==> src/verilog/vcr_pkg.sv <==
// Purpose: Shared constants for the second-channel resource register bank.
// Assumes: AHB-Lite access with 32-bit words; one aligned word per register.
// Notes: Byte addresses are the printed configuration offsets.
package vcr_pkg;

  // Register byte addresses.
  localparam logic [31:0] VCR_CTRL_ADDR = 32'h0000_0160;
  localparam logic [31:0] VCR_STAT_ADDR = 32'h0000_0164;
  localparam logic [31:0] VCR_TBL_ADDR = 32'h0000_0170;

  // The table spans four words on a 16-byte aligned base.
  localparam int VCR_TBL_WORDS = 4;
  localparam int VCR_TBL_IDX_LSB = 2;
  localparam int VCR_TBL_IDX_MSB = 3;
  localparam int VCR_TBL_BLK_LSB = 4;
  localparam int VCR_PHASE_W = 4;
  localparam int VCR_PHASES_PER_WORD = 8;
  localparam logic [31:0] VCR_TBL_ENTRY_MASK = 32'h7777_7777;
  localparam logic [31:0] VCR_TBL_RST = 32'h0000_0000;

  // Control register fields.
  localparam int VCR_MAP_LSB = 0;
  localparam int VCR_MAP_MSB = 7;
  localparam int VCR_LOAD_BIT = 16;
  localparam int VCR_SEL_LSB = 17;
  localparam int VCR_SEL_MSB = 19;
  localparam int VCR_ID_LSB = 24;
  localparam int VCR_ID_MSB = 26;
  localparam int VCR_EN_BIT = 31;

  // Status register fields.
  localparam int VCR_TSTAT_BIT = 16;
  localparam int VCR_NEG_BIT = 17;

  // Reset values.
  localparam logic [7:0] VCR_MAP_RST = 8'h00;
  localparam logic [2:0] VCR_ID_STRAP_ONE = 3'h1;
  localparam logic [2:0] VCR_ID_STRAP_ZERO = 3'h0;
  localparam logic VCR_EN_RST = 1'b0;

  // Port arbitration schemes accepted by this channel.
  typedef enum logic [2:0] {
    VCR_ARB_FIXED = 3'b000,
    VCR_ARB_WRR = 3'b011,
    VCR_ARB_TIME_WRR = 3'b100
  } vcr_arb_sel_t;

  // AHB-Lite encodings.
  localparam int VCR_HTRANS_ACTIVE_BIT = 1;
  localparam logic [2:0] VCR_HSIZE_WORD = 3'h2;
  localparam logic VCR_HRESP_OKAY = 1'b0;

endpackage

==> src/verilog/vcr_regs.sv <==
// Purpose: Second-channel resource control, status and channel arbitration table.
// Assumes: AHB-Lite slave on hclk at 10 MHz; status inputs are synchronous to hclk.
// Notes: Settings are driven out to the arbiters; the table is flattened phase 0 first.
// What this block does
// - Each bit of the eight-bit class map stands for one traffic class mapped to this channel.
// - Bit zero of the class map always reads zero and writes to it are dropped.
// - The class map resets to zero and may then be replaced by an EEPROM load.
// - Writing one to the load bit applies the port arbitration table; it reads zero.
// - Only schemes 000b, 011b and 100b are kept; any other code becomes 000b, the reset.
// - The writable channel identifier resets to 001b with the strap set, else 000b.
// - The top control bit enables the channel when one and resets to zero.
// - The table status flag sets whenever any port arbitration entry is written.
// - The table status flag clears once the hardware finishes a requested table load.
// - Negotiation pending reads high while negotiating and resets to zero.
// - A writable and readable table holds 32 phases of four bits each.
// - Each phase keeps a three-bit channel identifier; its top bit is reserved.
// - Eight phases pack per word, phase n at nibble n mod 8 of word n div 8.
//
// The AHB-Lite interface to the registers was chosen for this implementation.
`timescale 1ns/1ps
`default_nettype none
module vcr_regs
  import vcr_pkg::*;
(
  input wire logic hclk,
  input wire logic hresetn,
  input wire logic hsel,
  input wire logic [31:0] haddr,
  input wire logic [1:0] htrans,
  input wire logic hwrite,
  input wire logic [2:0] hsize,
  input wire logic [31:0] hwdata,
  input wire logic hready,
  output logic hreadyout,
  output logic hresp,
  output logic [31:0] hrdata,
  input wire logic id_strap,
  input wire logic eeprom_map_valid,
  input wire logic [7:0] eeprom_map_data,
  input wire logic port_table_written,
  input wire logic table_load_done,
  input wire logic negotiation_busy,
  output logic [7:0] class_to_channel_map,
  output logic [2:0] port_arb_select,
  output logic [2:0] channel_identifier,
  output logic channel_enable,
  output logic port_table_load,
  output logic [127:0] channel_arb_table
);

  logic wr_pend;
  logic rd_load;
  logic [31:0] addr_q;
  logic [7:0] map_ff;
  logic [2:0] sel_ff;
  logic [2:0] id_ff;
  logic en_ff;
  logic load_ff;
  logic load_wait_ff;
  logic tstat_ff;
  logic neg_ff;
  logic strap_taken_ff;
  logic [31:0] rdata_ff;
  logic hresp_ff;
  logic [31:0] tbl_word [VCR_TBL_WORDS];

  vcr_ahb_front u_front (
    .hclk(hclk),
    .hresetn(hresetn),
    .hsel(hsel),
    .haddr(haddr),
    .htrans(htrans),
    .hwrite(hwrite),
    .hsize(hsize),
    .hready(hready),
    .hreadyout(hreadyout),
    .wr_pend(wr_pend),
    .rd_load(rd_load),
    .addr_q(addr_q)
  );

  // Address decode of the captured data-phase address.
  wire logic hit_ctrl = (addr_q == VCR_CTRL_ADDR);
  wire logic hit_stat = (addr_q == VCR_STAT_ADDR);
  wire logic hit_tbl = (addr_q[31:VCR_TBL_BLK_LSB] == VCR_TBL_ADDR[31:VCR_TBL_BLK_LSB]);
  wire logic [1:0] tbl_idx = addr_q[VCR_TBL_IDX_MSB:VCR_TBL_IDX_LSB];
  wire logic wr_ctrl = wr_pend & hit_ctrl;
  wire logic wr_tbl = wr_pend & hit_tbl;

  // Write data fields of the control register.
  wire logic [7:0] w_map = hwdata[VCR_MAP_MSB:VCR_MAP_LSB];
  wire logic [2:0] w_sel = hwdata[VCR_SEL_MSB:VCR_SEL_LSB];
  wire logic [2:0] w_id = hwdata[VCR_ID_MSB:VCR_ID_LSB];
  wire logic w_load = hwdata[VCR_LOAD_BIT];
  wire logic w_en = hwdata[VCR_EN_BIT];

  // Class map: a software write wins over an EEPROM load arriving together.
  wire logic [7:0] map_src = wr_ctrl ? w_map : eeprom_map_data;
  wire logic map_we = wr_ctrl | eeprom_map_valid;
  wire logic [7:0] nxt_map = {map_src[7:1], 1'b0};

  // Unsupported scheme codes collapse to the fixed default.
  wire logic sel_legal = (w_sel == VCR_ARB_FIXED) | (w_sel == VCR_ARB_WRR)
    | (w_sel == VCR_ARB_TIME_WRR);
  wire logic [2:0] nxt_sel = sel_legal ? w_sel : VCR_ARB_FIXED;

  wire logic [2:0] strap_id = id_strap ? VCR_ID_STRAP_ONE : VCR_ID_STRAP_ZERO;
  wire logic [2:0] nxt_id = wr_ctrl ? w_id : strap_id;
  wire logic id_we = wr_ctrl | ~strap_taken_ff;

  wire logic nxt_load = wr_ctrl & w_load;

  // Set wins: an entry written as a load finishes leaves the flag standing.
  wire logic tstat_clr = table_load_done & load_wait_ff;
  wire logic nxt_tstat = port_table_written | (tstat_ff & ~tstat_clr);
  wire logic nxt_load_wait = nxt_load | (load_wait_ff & ~table_load_done);

  // Read views; reserved positions and the load bit are constant zero.
  wire logic [31:0] ctrl_view = {en_ff, 4'h0, id_ff, 4'h0, sel_ff, 1'b0, 8'h00, map_ff};
  wire logic [31:0] stat_view = {14'h0000, neg_ff, tstat_ff, 16'h0000};
  wire logic [31:0] nxt_rdata = hit_ctrl ? ctrl_view
    : hit_stat ? stat_view
    : hit_tbl ? tbl_word[tbl_idx]
    : 32'h0000_0000;

  genvar gi;
  generate
    for (gi = 0; gi < VCR_TBL_WORDS; gi++)
    begin : g_tbl
      // Word gi holds phases 8*gi to 8*gi+7, lowest phase in the low nibble.
      vcr_table_word u_word (
        .hclk(hclk),
        .hresetn(hresetn),
        .we(wr_tbl & (tbl_idx == 2'(gi))),
        .wdata(hwdata),
        .word_ff(tbl_word[gi])
      );
      assign channel_arb_table[32*gi +: 32] = tbl_word[gi];
    end
  endgenerate

  always_ff @(posedge hclk or negedge hresetn)
  begin
    if (!hresetn)
    begin
      map_ff <= VCR_MAP_RST;
      sel_ff <= VCR_ARB_FIXED;
      id_ff <= VCR_ID_STRAP_ZERO;
      en_ff <= VCR_EN_RST;
      strap_taken_ff <= 1'b0;
    end
    else
    begin
      if (map_we)
      begin
        map_ff <= nxt_map;
      end
      if (wr_ctrl)
      begin
        sel_ff <= nxt_sel;
        en_ff <= w_en;
      end
      if (id_we)
      begin
        id_ff <= nxt_id;
      end
      strap_taken_ff <= 1'b1;
    end
  end

  always_ff @(posedge hclk or negedge hresetn)
  begin
    if (!hresetn)
    begin
      load_ff <= 1'b0;
      load_wait_ff <= 1'b0;
      tstat_ff <= 1'b0;
      neg_ff <= 1'b0;
    end
    else
    begin
      load_ff <= nxt_load;
      load_wait_ff <= nxt_load_wait;
      tstat_ff <= nxt_tstat;
      neg_ff <= negotiation_busy;
    end
  end

  // Read data only changes when a read is being answered.
  always_ff @(posedge hclk or negedge hresetn)
  begin
    if (!hresetn)
    begin
      rdata_ff <= 32'h0000_0000;
      hresp_ff <= VCR_HRESP_OKAY;
    end
    else
    begin
      if (rd_load)
      begin
        rdata_ff <= nxt_rdata;
      end
      hresp_ff <= VCR_HRESP_OKAY;
    end
  end

  assign hrdata = rdata_ff;
  assign hresp = hresp_ff;
  assign class_to_channel_map = map_ff;
  assign port_arb_select = sel_ff;
  assign channel_identifier = id_ff;
  assign channel_enable = en_ff;
  assign port_table_load = load_ff;
endmodule
`default_nettype wire

==> src/verilog/vcr_ahb_front.sv <==
// Purpose: AHB-Lite address-phase capture with one wait state on reads.
// Assumes: Single whole-word transfers; hready is this slave's hreadyout.
// Notes: Writes complete with no wait; reads insert one so that data is fresh.
`timescale 1ns/1ps
`default_nettype none
module vcr_ahb_front
  import vcr_pkg::*;
(
  input wire logic hclk,
  input wire logic hresetn,
  input wire logic hsel,
  input wire logic [31:0] haddr,
  input wire logic [1:0] htrans,
  input wire logic hwrite,
  input wire logic [2:0] hsize,
  input wire logic hready,
  output logic hreadyout,
  output logic wr_pend,
  output logic rd_load,
  output logic [31:0] addr_q
);

  wire logic take;
  wire logic take_wr;
  wire logic take_rd;

  // Sub-word transfers finish normally but touch nothing.
  assign take = hsel & hready & htrans[VCR_HTRANS_ACTIVE_BIT] & (hsize == VCR_HSIZE_WORD);
  assign take_wr = take & hwrite;
  assign take_rd = take & ~hwrite;

  always_ff @(posedge hclk or negedge hresetn)
  begin
    if (!hresetn)
    begin
      addr_q <= 32'h0000_0000;
      wr_pend <= 1'b0;
      rd_load <= 1'b0;
      hreadyout <= 1'b1;
    end
    else
    begin
      if (take)
      begin
        addr_q <= haddr;
      end
      wr_pend <= take_wr;
      rd_load <= take_rd;
      hreadyout <= ~take_rd;
    end
  end

endmodule
`default_nettype wire

==> src/verilog/vcr_table_word.sv <==
// Purpose: One word of eight channel arbitration phases.
// Assumes: The write strobe and data come from the same clock domain.
// Notes: The top bit of every four-bit phase is held at zero.
`timescale 1ns/1ps
`default_nettype none
module vcr_table_word
  import vcr_pkg::*;
(
  input wire logic hclk,
  input wire logic hresetn,
  input wire logic we,
  input wire logic [31:0] wdata,
  output logic [31:0] word_ff
);

  always_ff @(posedge hclk or negedge hresetn)
  begin
    if (!hresetn)
    begin
      word_ff <= VCR_TBL_RST;
    end
    else if (we)
    begin
      word_ff <= wdata & VCR_TBL_ENTRY_MASK;
    end
  end

endmodule
`default_nettype wire

==> config.mk <==
export PLATFORM = sky130hd
export DESIGN_NAME = vcr_regs
export DESIGN_NICKNAME = d
export VERILOG_FILES = /design/src/verilog/vcr_pkg.sv /design/src/verilog/vcr_regs.sv /design/src/verilog/vcr_ahb_front.sv /design/src/verilog/vcr_table_word.sv
export SDC_FILE = /design/constraint.sdc
export NUM_CORES = 1
export LEC_CHECK = 0
export BUFFER_PORTS_ARGS = -buffer_cell sky130_fd_sc_hd__buf_2
export CAP_MARGIN = 20
export CORE_MARGIN = 1
export CORE_UTILIZATION = 39
export CTS_BUF_LIST = sky130_fd_sc_hd__clkbuf_4 sky130_fd_sc_hd__clkbuf_8 sky130_fd_sc_hd__clkbuf_16
export DETAILED_ROUTE_END_ITERATION = 7
export PLACE_DENSITY = 0.63
export SKIP_CTS_REPAIR_TIMING = 1
export SKIP_LAST_GASP = 1
export SLEW_MARGIN = 30
export SYNTH_ARGS = -nofsm -noshare
export SYNTH_HDL_FRONTEND = slang
export SYNTH_SLANG_ARGS = --single-unit
==> constraint.sdc <==
create_clock -name hclk -period 5.1 [get_ports hclk]
set_input_delay 0 -clock hclk [delete_from_list [all_inputs] [get_ports hclk]]
set_output_delay 0 -clock hclk [all_outputs]
set_load 0.02 [all_outputs]
==> results.md, run 1 <==
- Status: finished, final reports clean
- Final Cycle Share: 0.623
- CP Capture Type: register
- Synth top area cells: dfrtp_1 55%, mux2_2 17%, mux4_2 6.8%, buf_4 3.6%, mux2_1 2.4%
- Routed WL: 20.3 mm
- Overall die width: approximately 150 um
- Yosys warns: 0
- Final hold violation count: 0
- Drt drc: 0
- Fin util: 0.533
- Synth-to-layout area growth: 31.9%
- Mean routed wirelength per cell: about 18 um
- Most frequent cells after synthesis: 177 x dfrtp_1, 118 x mux2_2, 46 x inv_1
- Final GP Congestion: 0.766
- Layout Skew: 11.2 ps
- Diode count: 0
- Die Y: between 100 and 150 um
- Pre-Repair DR Iteration Count: 4
- Req. time, crit path: between 5000 and 6000 ps
- Clk buf depth: 2
- IO Port Bufs: 220
- Final setup viols: 0
- CP Data Arrival Time: ~3500 ps
- CTS clock-pin slew for the worst setup and hold paths: around 70 ps
- Min Tclk post-route: 3180 ps
- Placed cells: roughly 1000
- Leak: roughly 5.0 nW
- Top-count cell post-synth: dfrtp_1
- Root buffer cell: clkbuf_16
- Total negative setup slack: 0 ps
- Number of global-route vias before repair: ~5400
- DRT iter0 DRCs: between 200 and 250
- Slew Limit Fails: 0
- Clock latency on the worst-skew pair: 420 ps
- Max Cap Viol: 0
- I/O pins: about 270
- Slew of the pin with the lowest slew margin: about 890 ps
- First-pass GRT wire length: ~30 mm
- CTS tree: built
- CP max FO: 16
- RSZ-0062 raised after global routing: no
- Mapped cell area: between 7000 and 8000 um^2
- Hold slack final: 70.2 ps
- CP startpoint kind: register
- Met2 usage: 0.310
- HPWL Detailed: ~13 mm
- Synth top area share: 0.554
- Met1 Use GR: 0.251
- Power Dens Cells: between 300 and 400 nW/um^2
- Gr busiest metal: met2
- CP Class: reg2reg
- Detail Route Antenna Nets: 0
- Number of synthesized flops with an enable pin: 0
- Initial Util: 0.404
- Core area: approximately 20000 um^2
- Total number of vias: between 5000 and 6000
- Max VDD drop: 0.219 mV
- Total GRT Usage: 0.192
- Slew margin rel.: 0.404
- Cells after Synth: between 500 and 600
- Layout Nets: 952
- Non-Filler Instances: between 1000 and 1500
- Htree depth: 4
- Sequential share of the synthesized area: 0.558
- Worst Hold Class: in2async
- Grt total ovfl: 0
- Avg Cell Area, Syn: approximately 14 um^2
- Initial antenna violation count: 0
- Vias per cell: 4.84
- Clock sinks: around 180
- Die ar.: around 21000 um^2
- TritonCTS buffer count: 17
- F_max: between 0.3 and 0.4 GHz
- GR Util met3: 0.0469
- Share of layout cells above drive strength 1: 0.476
- Count of cell types in the netlist: 39
- Synth async-reset ratio: 1.00
- Site Rows: 51
- Final WS setup: slightly below 2000 ps
- Place WS: between 2000 and 2500 ps
- Most used DFF post-synth: dfrtp_1
- Area leader, netlist: dfrtp_1
- Pin count of the biggest net entering global routing: approximately 120
- Yosys reg bits: between 150 and 200
where the power goes:
group          internal (mW)  leakage, nW  total (mW)  switching, mW
Combinational          0.263         2.52       0.544          0.281
Sequential              1.51         2.19        1.57         0.0654
Clock                  0.704        0.285        1.30          0.597
sequential cells by signal (all words and copies together), names as in the netlist, 3 cells and up:
register / cells
class_to_channel_map: 7
hrdata: 28
channel_identifier: 3
port_arb_select: 3
u_front.addr_q: 32
g_tbl.u_word.word_ff: 96
metal layers:
metal  wire (um)  part of all wire
met1        8940              0.44
met2        9960              0.49
met3        1030             0.051
met4         345             0.017
met5           0                 0
critical path, stage by stage (launching register included):
cell and delay (ps):
dfrtp_1 390, or4_4 570, nor3_4 580, nand4_4 510, mux2_2 430, dlygate4sd3_1 560
metrics by stage:
| stage | power, mW | area [um^2] |
|---|---|---|
| 2_1_floorplan | 1.93 | 8130 |
| 3_3_place_gp | 2.09 | 9160 |
| 3_5_place_dp | 2.10 | 9160 |
| 4_1_cts | 3.41 | 9750 |
| 5_1_grt | 3.57 | 10500 |
| 6_report | 3.42 | 10500 |
cells in the final DEF, fill, tap and decap left out, drive strengths merged, types with 8 or more instances in the layout:
cell type / instances
nand3: 18
nand2: 15
clkbuf: 18
mux2: 140
dlygate4sd3: 76
o22ai: 8
o221ai: 8
inv: 53
nand2b: 14
mux4: 24
buf: 228
conb: 39
o21ai: 19
dfrtp: 177
area by class of cell:
| cell class | count | area (um^2) |
|---|---|---|
| fill | 1712 | 9240 |
| sequential | 178 | 4460 |
| clock inverter | 14 | 146 |
| timing repair buffer | 304 | 1950 |
| tap | 265 | 332 |
| multi-input combinational | 318 | 3040 |
| clock buffer | 18 | 439 |
| inverter | 46 | 173 |
worst paths after layout:
path	start	endpoint	slack, ps	cells past startpoint
min in group hclk	eeprom_map_valid	class_to_channel_map[4]	90	3
worst min register to register	hrdata[5]	hrdata[5]	490	2
worst max register to register	u_front.addr_q[11]	class_to_channel_map[3]	1920	5
worst max-delay path	u_front.addr_q[11]	class_to_channel_map[3]	1920	5
max in group asynchronous	hresetn	hrdata[29]	3490	4
worst min-delay path	hresetn	g_tbl[0].u_word.word_ff[28]	70	2
kinds of logic after synthesis:
family | synth area share
and+or+nand+nor | 0.0584
muxes | 0.271
other | 0.000940
AOI/OAI and AO/OA | 0.0320
buffers and inverters | 0.0799
DFF | 0.558
Note: power is estimated with default switching activity, not from simulation.
==> run 2, diff against run 1 <==
==> constraint.sdc (replaced) <==
create_clock -name hclk -period 3.3 [get_ports hclk]
set_input_delay 0 -clock hclk [delete_from_list [all_inputs] [get_ports hclk]]
set_output_delay 0 -clock hclk [all_outputs]
set_load 0.02 [all_outputs]
==> results.md, run 2 (synthesized netlist as in run 1, its figures left out) <==
- Htree depth: 4 (unchanged)
- Slew of the pin with the lowest slew margin: 846 ps (was 891 ps)
- R2r setup slk: 180 ps (was 1920 ps)
- Number of stages on the worst hold path: 3
- Overall die width: 145 um (unchanged)
- IO Port Bufs: 220 (unchanged)
- CP max FO: 16 (unchanged)
- R2R depth: 5 (unchanged)
- Final Cycle Share: 0.945 (was 0.623)
- CP Capture Type: register (unchanged)
- First-pass GRT wire length: 30.7 mm (was 30.8 mm)
- F_max: 0.321 GHz (was 0.315 GHz)
- Reg with most FFs: g_tbl.u_word.word_ff (unchanged)
- Total GRT Usage: 0.191 (was 0.192)
- Total number of vias: 5566 (was 5529)
- HPWL Detailed: 13.3 mm (was 12.9 mm)
- Hold slack final: 86.0 ps (was 70.2 ps)
- Synth-to-layout area growth: 32.6% (was 31.9%)
- Mean routed wirelength per cell: 18.0 um (was 17.7 um)
- Min Tclk post-route: 3120 ps (was 3180 ps)
- Layout Nets: 959 (was 952)
- Clk buf depth: 2 (unchanged)
- Initial antenna violation count: 0 (unchanged)
- Die ar.: 21100 um^2 (unchanged)
- RSZ-0062 raised after global routing: no (unchanged)
- Req. time, crit path: 3610 ps (was 5400 ps)
- Leak: 5.04 nW (was 5.00 nW)
- Grt total ovfl: 0 (unchanged)
- Detail Route Antenna Nets: 0 (unchanged)
- Drt drc: 0 (unchanged)
- Pin count of the biggest net entering global routing: 101 (was 117)
- Clock latency on the worst-skew pair: 420 ps (about the same)
- TritonCTS buffer count: 17 (unchanged)
- Number of flip-flops in the largest register: 96 (unchanged)
- Die Y: 145 um (unchanged)
- Max Cap Viol: 0 (unchanged)
- Hold Path End: class_to_channel_map[4]
- Slew margin rel.: 0.436 (was 0.404)
- CP Data Arrival Time: 3430 ps (was 3480 ps)
- Root buffer cell: clkbuf_16 (unchanged)
- Final setup viols: 0 (unchanged)
- Diode count: 0 (unchanged)
- Site Rows: 51 (unchanged)
- Most frequent cells in the layout: 219 x buf_2, 176 x dfrtp_1, 118 x mux2_2, 76 x dlygate4sd3_1, 46 x inv_1 (unchanged)
- Setup crit start: u_front.addr_q[11] (unchanged)
- CTS clock-pin slew for the worst setup and hold paths: 70 ps (about the same)
- DRT iter0 DRCs: 176 (was 215)
- Status: finished, final reports clean (unchanged)
- RR Endpoint: class_to_channel_map[6] (was class_to_channel_map[3])
- Power Dens Cells: 504 nW/um^2 (was 324 nW/um^2)
- Most common cell after layout, fill and taps aside: buf_2 (unchanged)
- Number of global-route vias before repair: 5333 (was 5399)
- Worst Hold Class: in2reg (was in2async)
- Final GP Congestion: 0.784 (was 0.766)
- CP Class: reg2reg (unchanged)
- Hold path start: eeprom_map_valid
- Share of layout cells above drive strength 1: 0.480 (was 0.476)
- Initial Util: 0.404 (unchanged)
- Worst r2r src: u_front.addr_q[11] (unchanged)
- Total negative setup slack: 0 ps (unchanged)
- Routed WL: 20.7 mm (was 20.3 mm)
- CP startpoint kind: register (unchanged)
- Final hold violation count: 0 (unchanged)
- Vias per cell: 4.84 (about the same)
- Pre-Repair DR Iteration Count: 4 (unchanged)
- Clock sinks: 178 (unchanged)
- Layout Skew: 10.6 ps (was 11.2 ps)
- Slew Limit Fails: 0 (unchanged)
- CTS tree: built (unchanged)
- Max VDD drop: 0.356 mV (was 0.219 mV)
- I/O pins: 265 (unchanged)
- Core area: 19800 um^2 (unchanged)
==> run 2: cell count changes in the layout (fill, tap and decap cells not counted), sizes merged <==
cell,previous run,this run
buf,228,234
clkbuf,18,21
inv,53,51
bufinv,1,2
clkinv,4,3
==> run 2: power breakdown <==
part           internal (mW)  switching [mW]
Combinational          0.411           0.415
Sequential              2.33           0.123
Clock                   1.17           0.897
==> run 2: routing by layer <==
layer  share of wire  vias up  GRT usage
met1            0.44     2803      0.252
met4           0.011        0     0.0574
met5               0        -          0
li1                -     2551          -
met2            0.50      194      0.309
met3           0.047       18     0.0509
==> run 2: worst max-delay path: stages, from the launching register on <==
cell	delay (ps)
dfrtp_1	380
or4_4	560
nor3_4	550
nand4_4	500
mux2_4	450
dlygate4sd3_1	550
==> run 2: stage by stage <==
stage | util | total power, mW | instance area [um^2] | std cells | setup slack, ps
2_1_floorplan | - | 2.98 | 8130 | 609 | 1070
3_3_place_gp | 0.467 | 3.24 | 9240 | 1042 | 683
3_5_place_dp | 0.467 | 3.26 | 9240 | 1042 | 651
4_1_cts | 0.497 | 5.34 | 9830 | 1074 | 642
5_1_grt | 0.536 | 5.58 | 10600 | 1150 | 35.4
6_report | 0.536 | 5.35 | 10600 | 1150 | 182
==> run 2: how the worst max path moves through the flow <==
stage	to	slack (ps)	cells after the start
floorplan	channel_identifier[0]	1070	5
global placement	g_tbl[2].u_word.word_ff[29]	680	4
detailed placement	g_tbl[0].u_word.word_ff[8]	650	4
CTS	g_tbl[0].u_word.word_ff[8]	640	4
global route	class_to_channel_map[6]	40	5
finish	class_to_channel_map[6]	180	5
==> run 2: final cells by class <==
cell class                 instances  area, um^2
tap                              265         332
multi-input combinational        318        3040
clock inverter                    12         144
fill                            1714        9190
timing repair buffer             311        2000
clock buffer                      20         454
sequential                       178        4460
inverter                          46         173
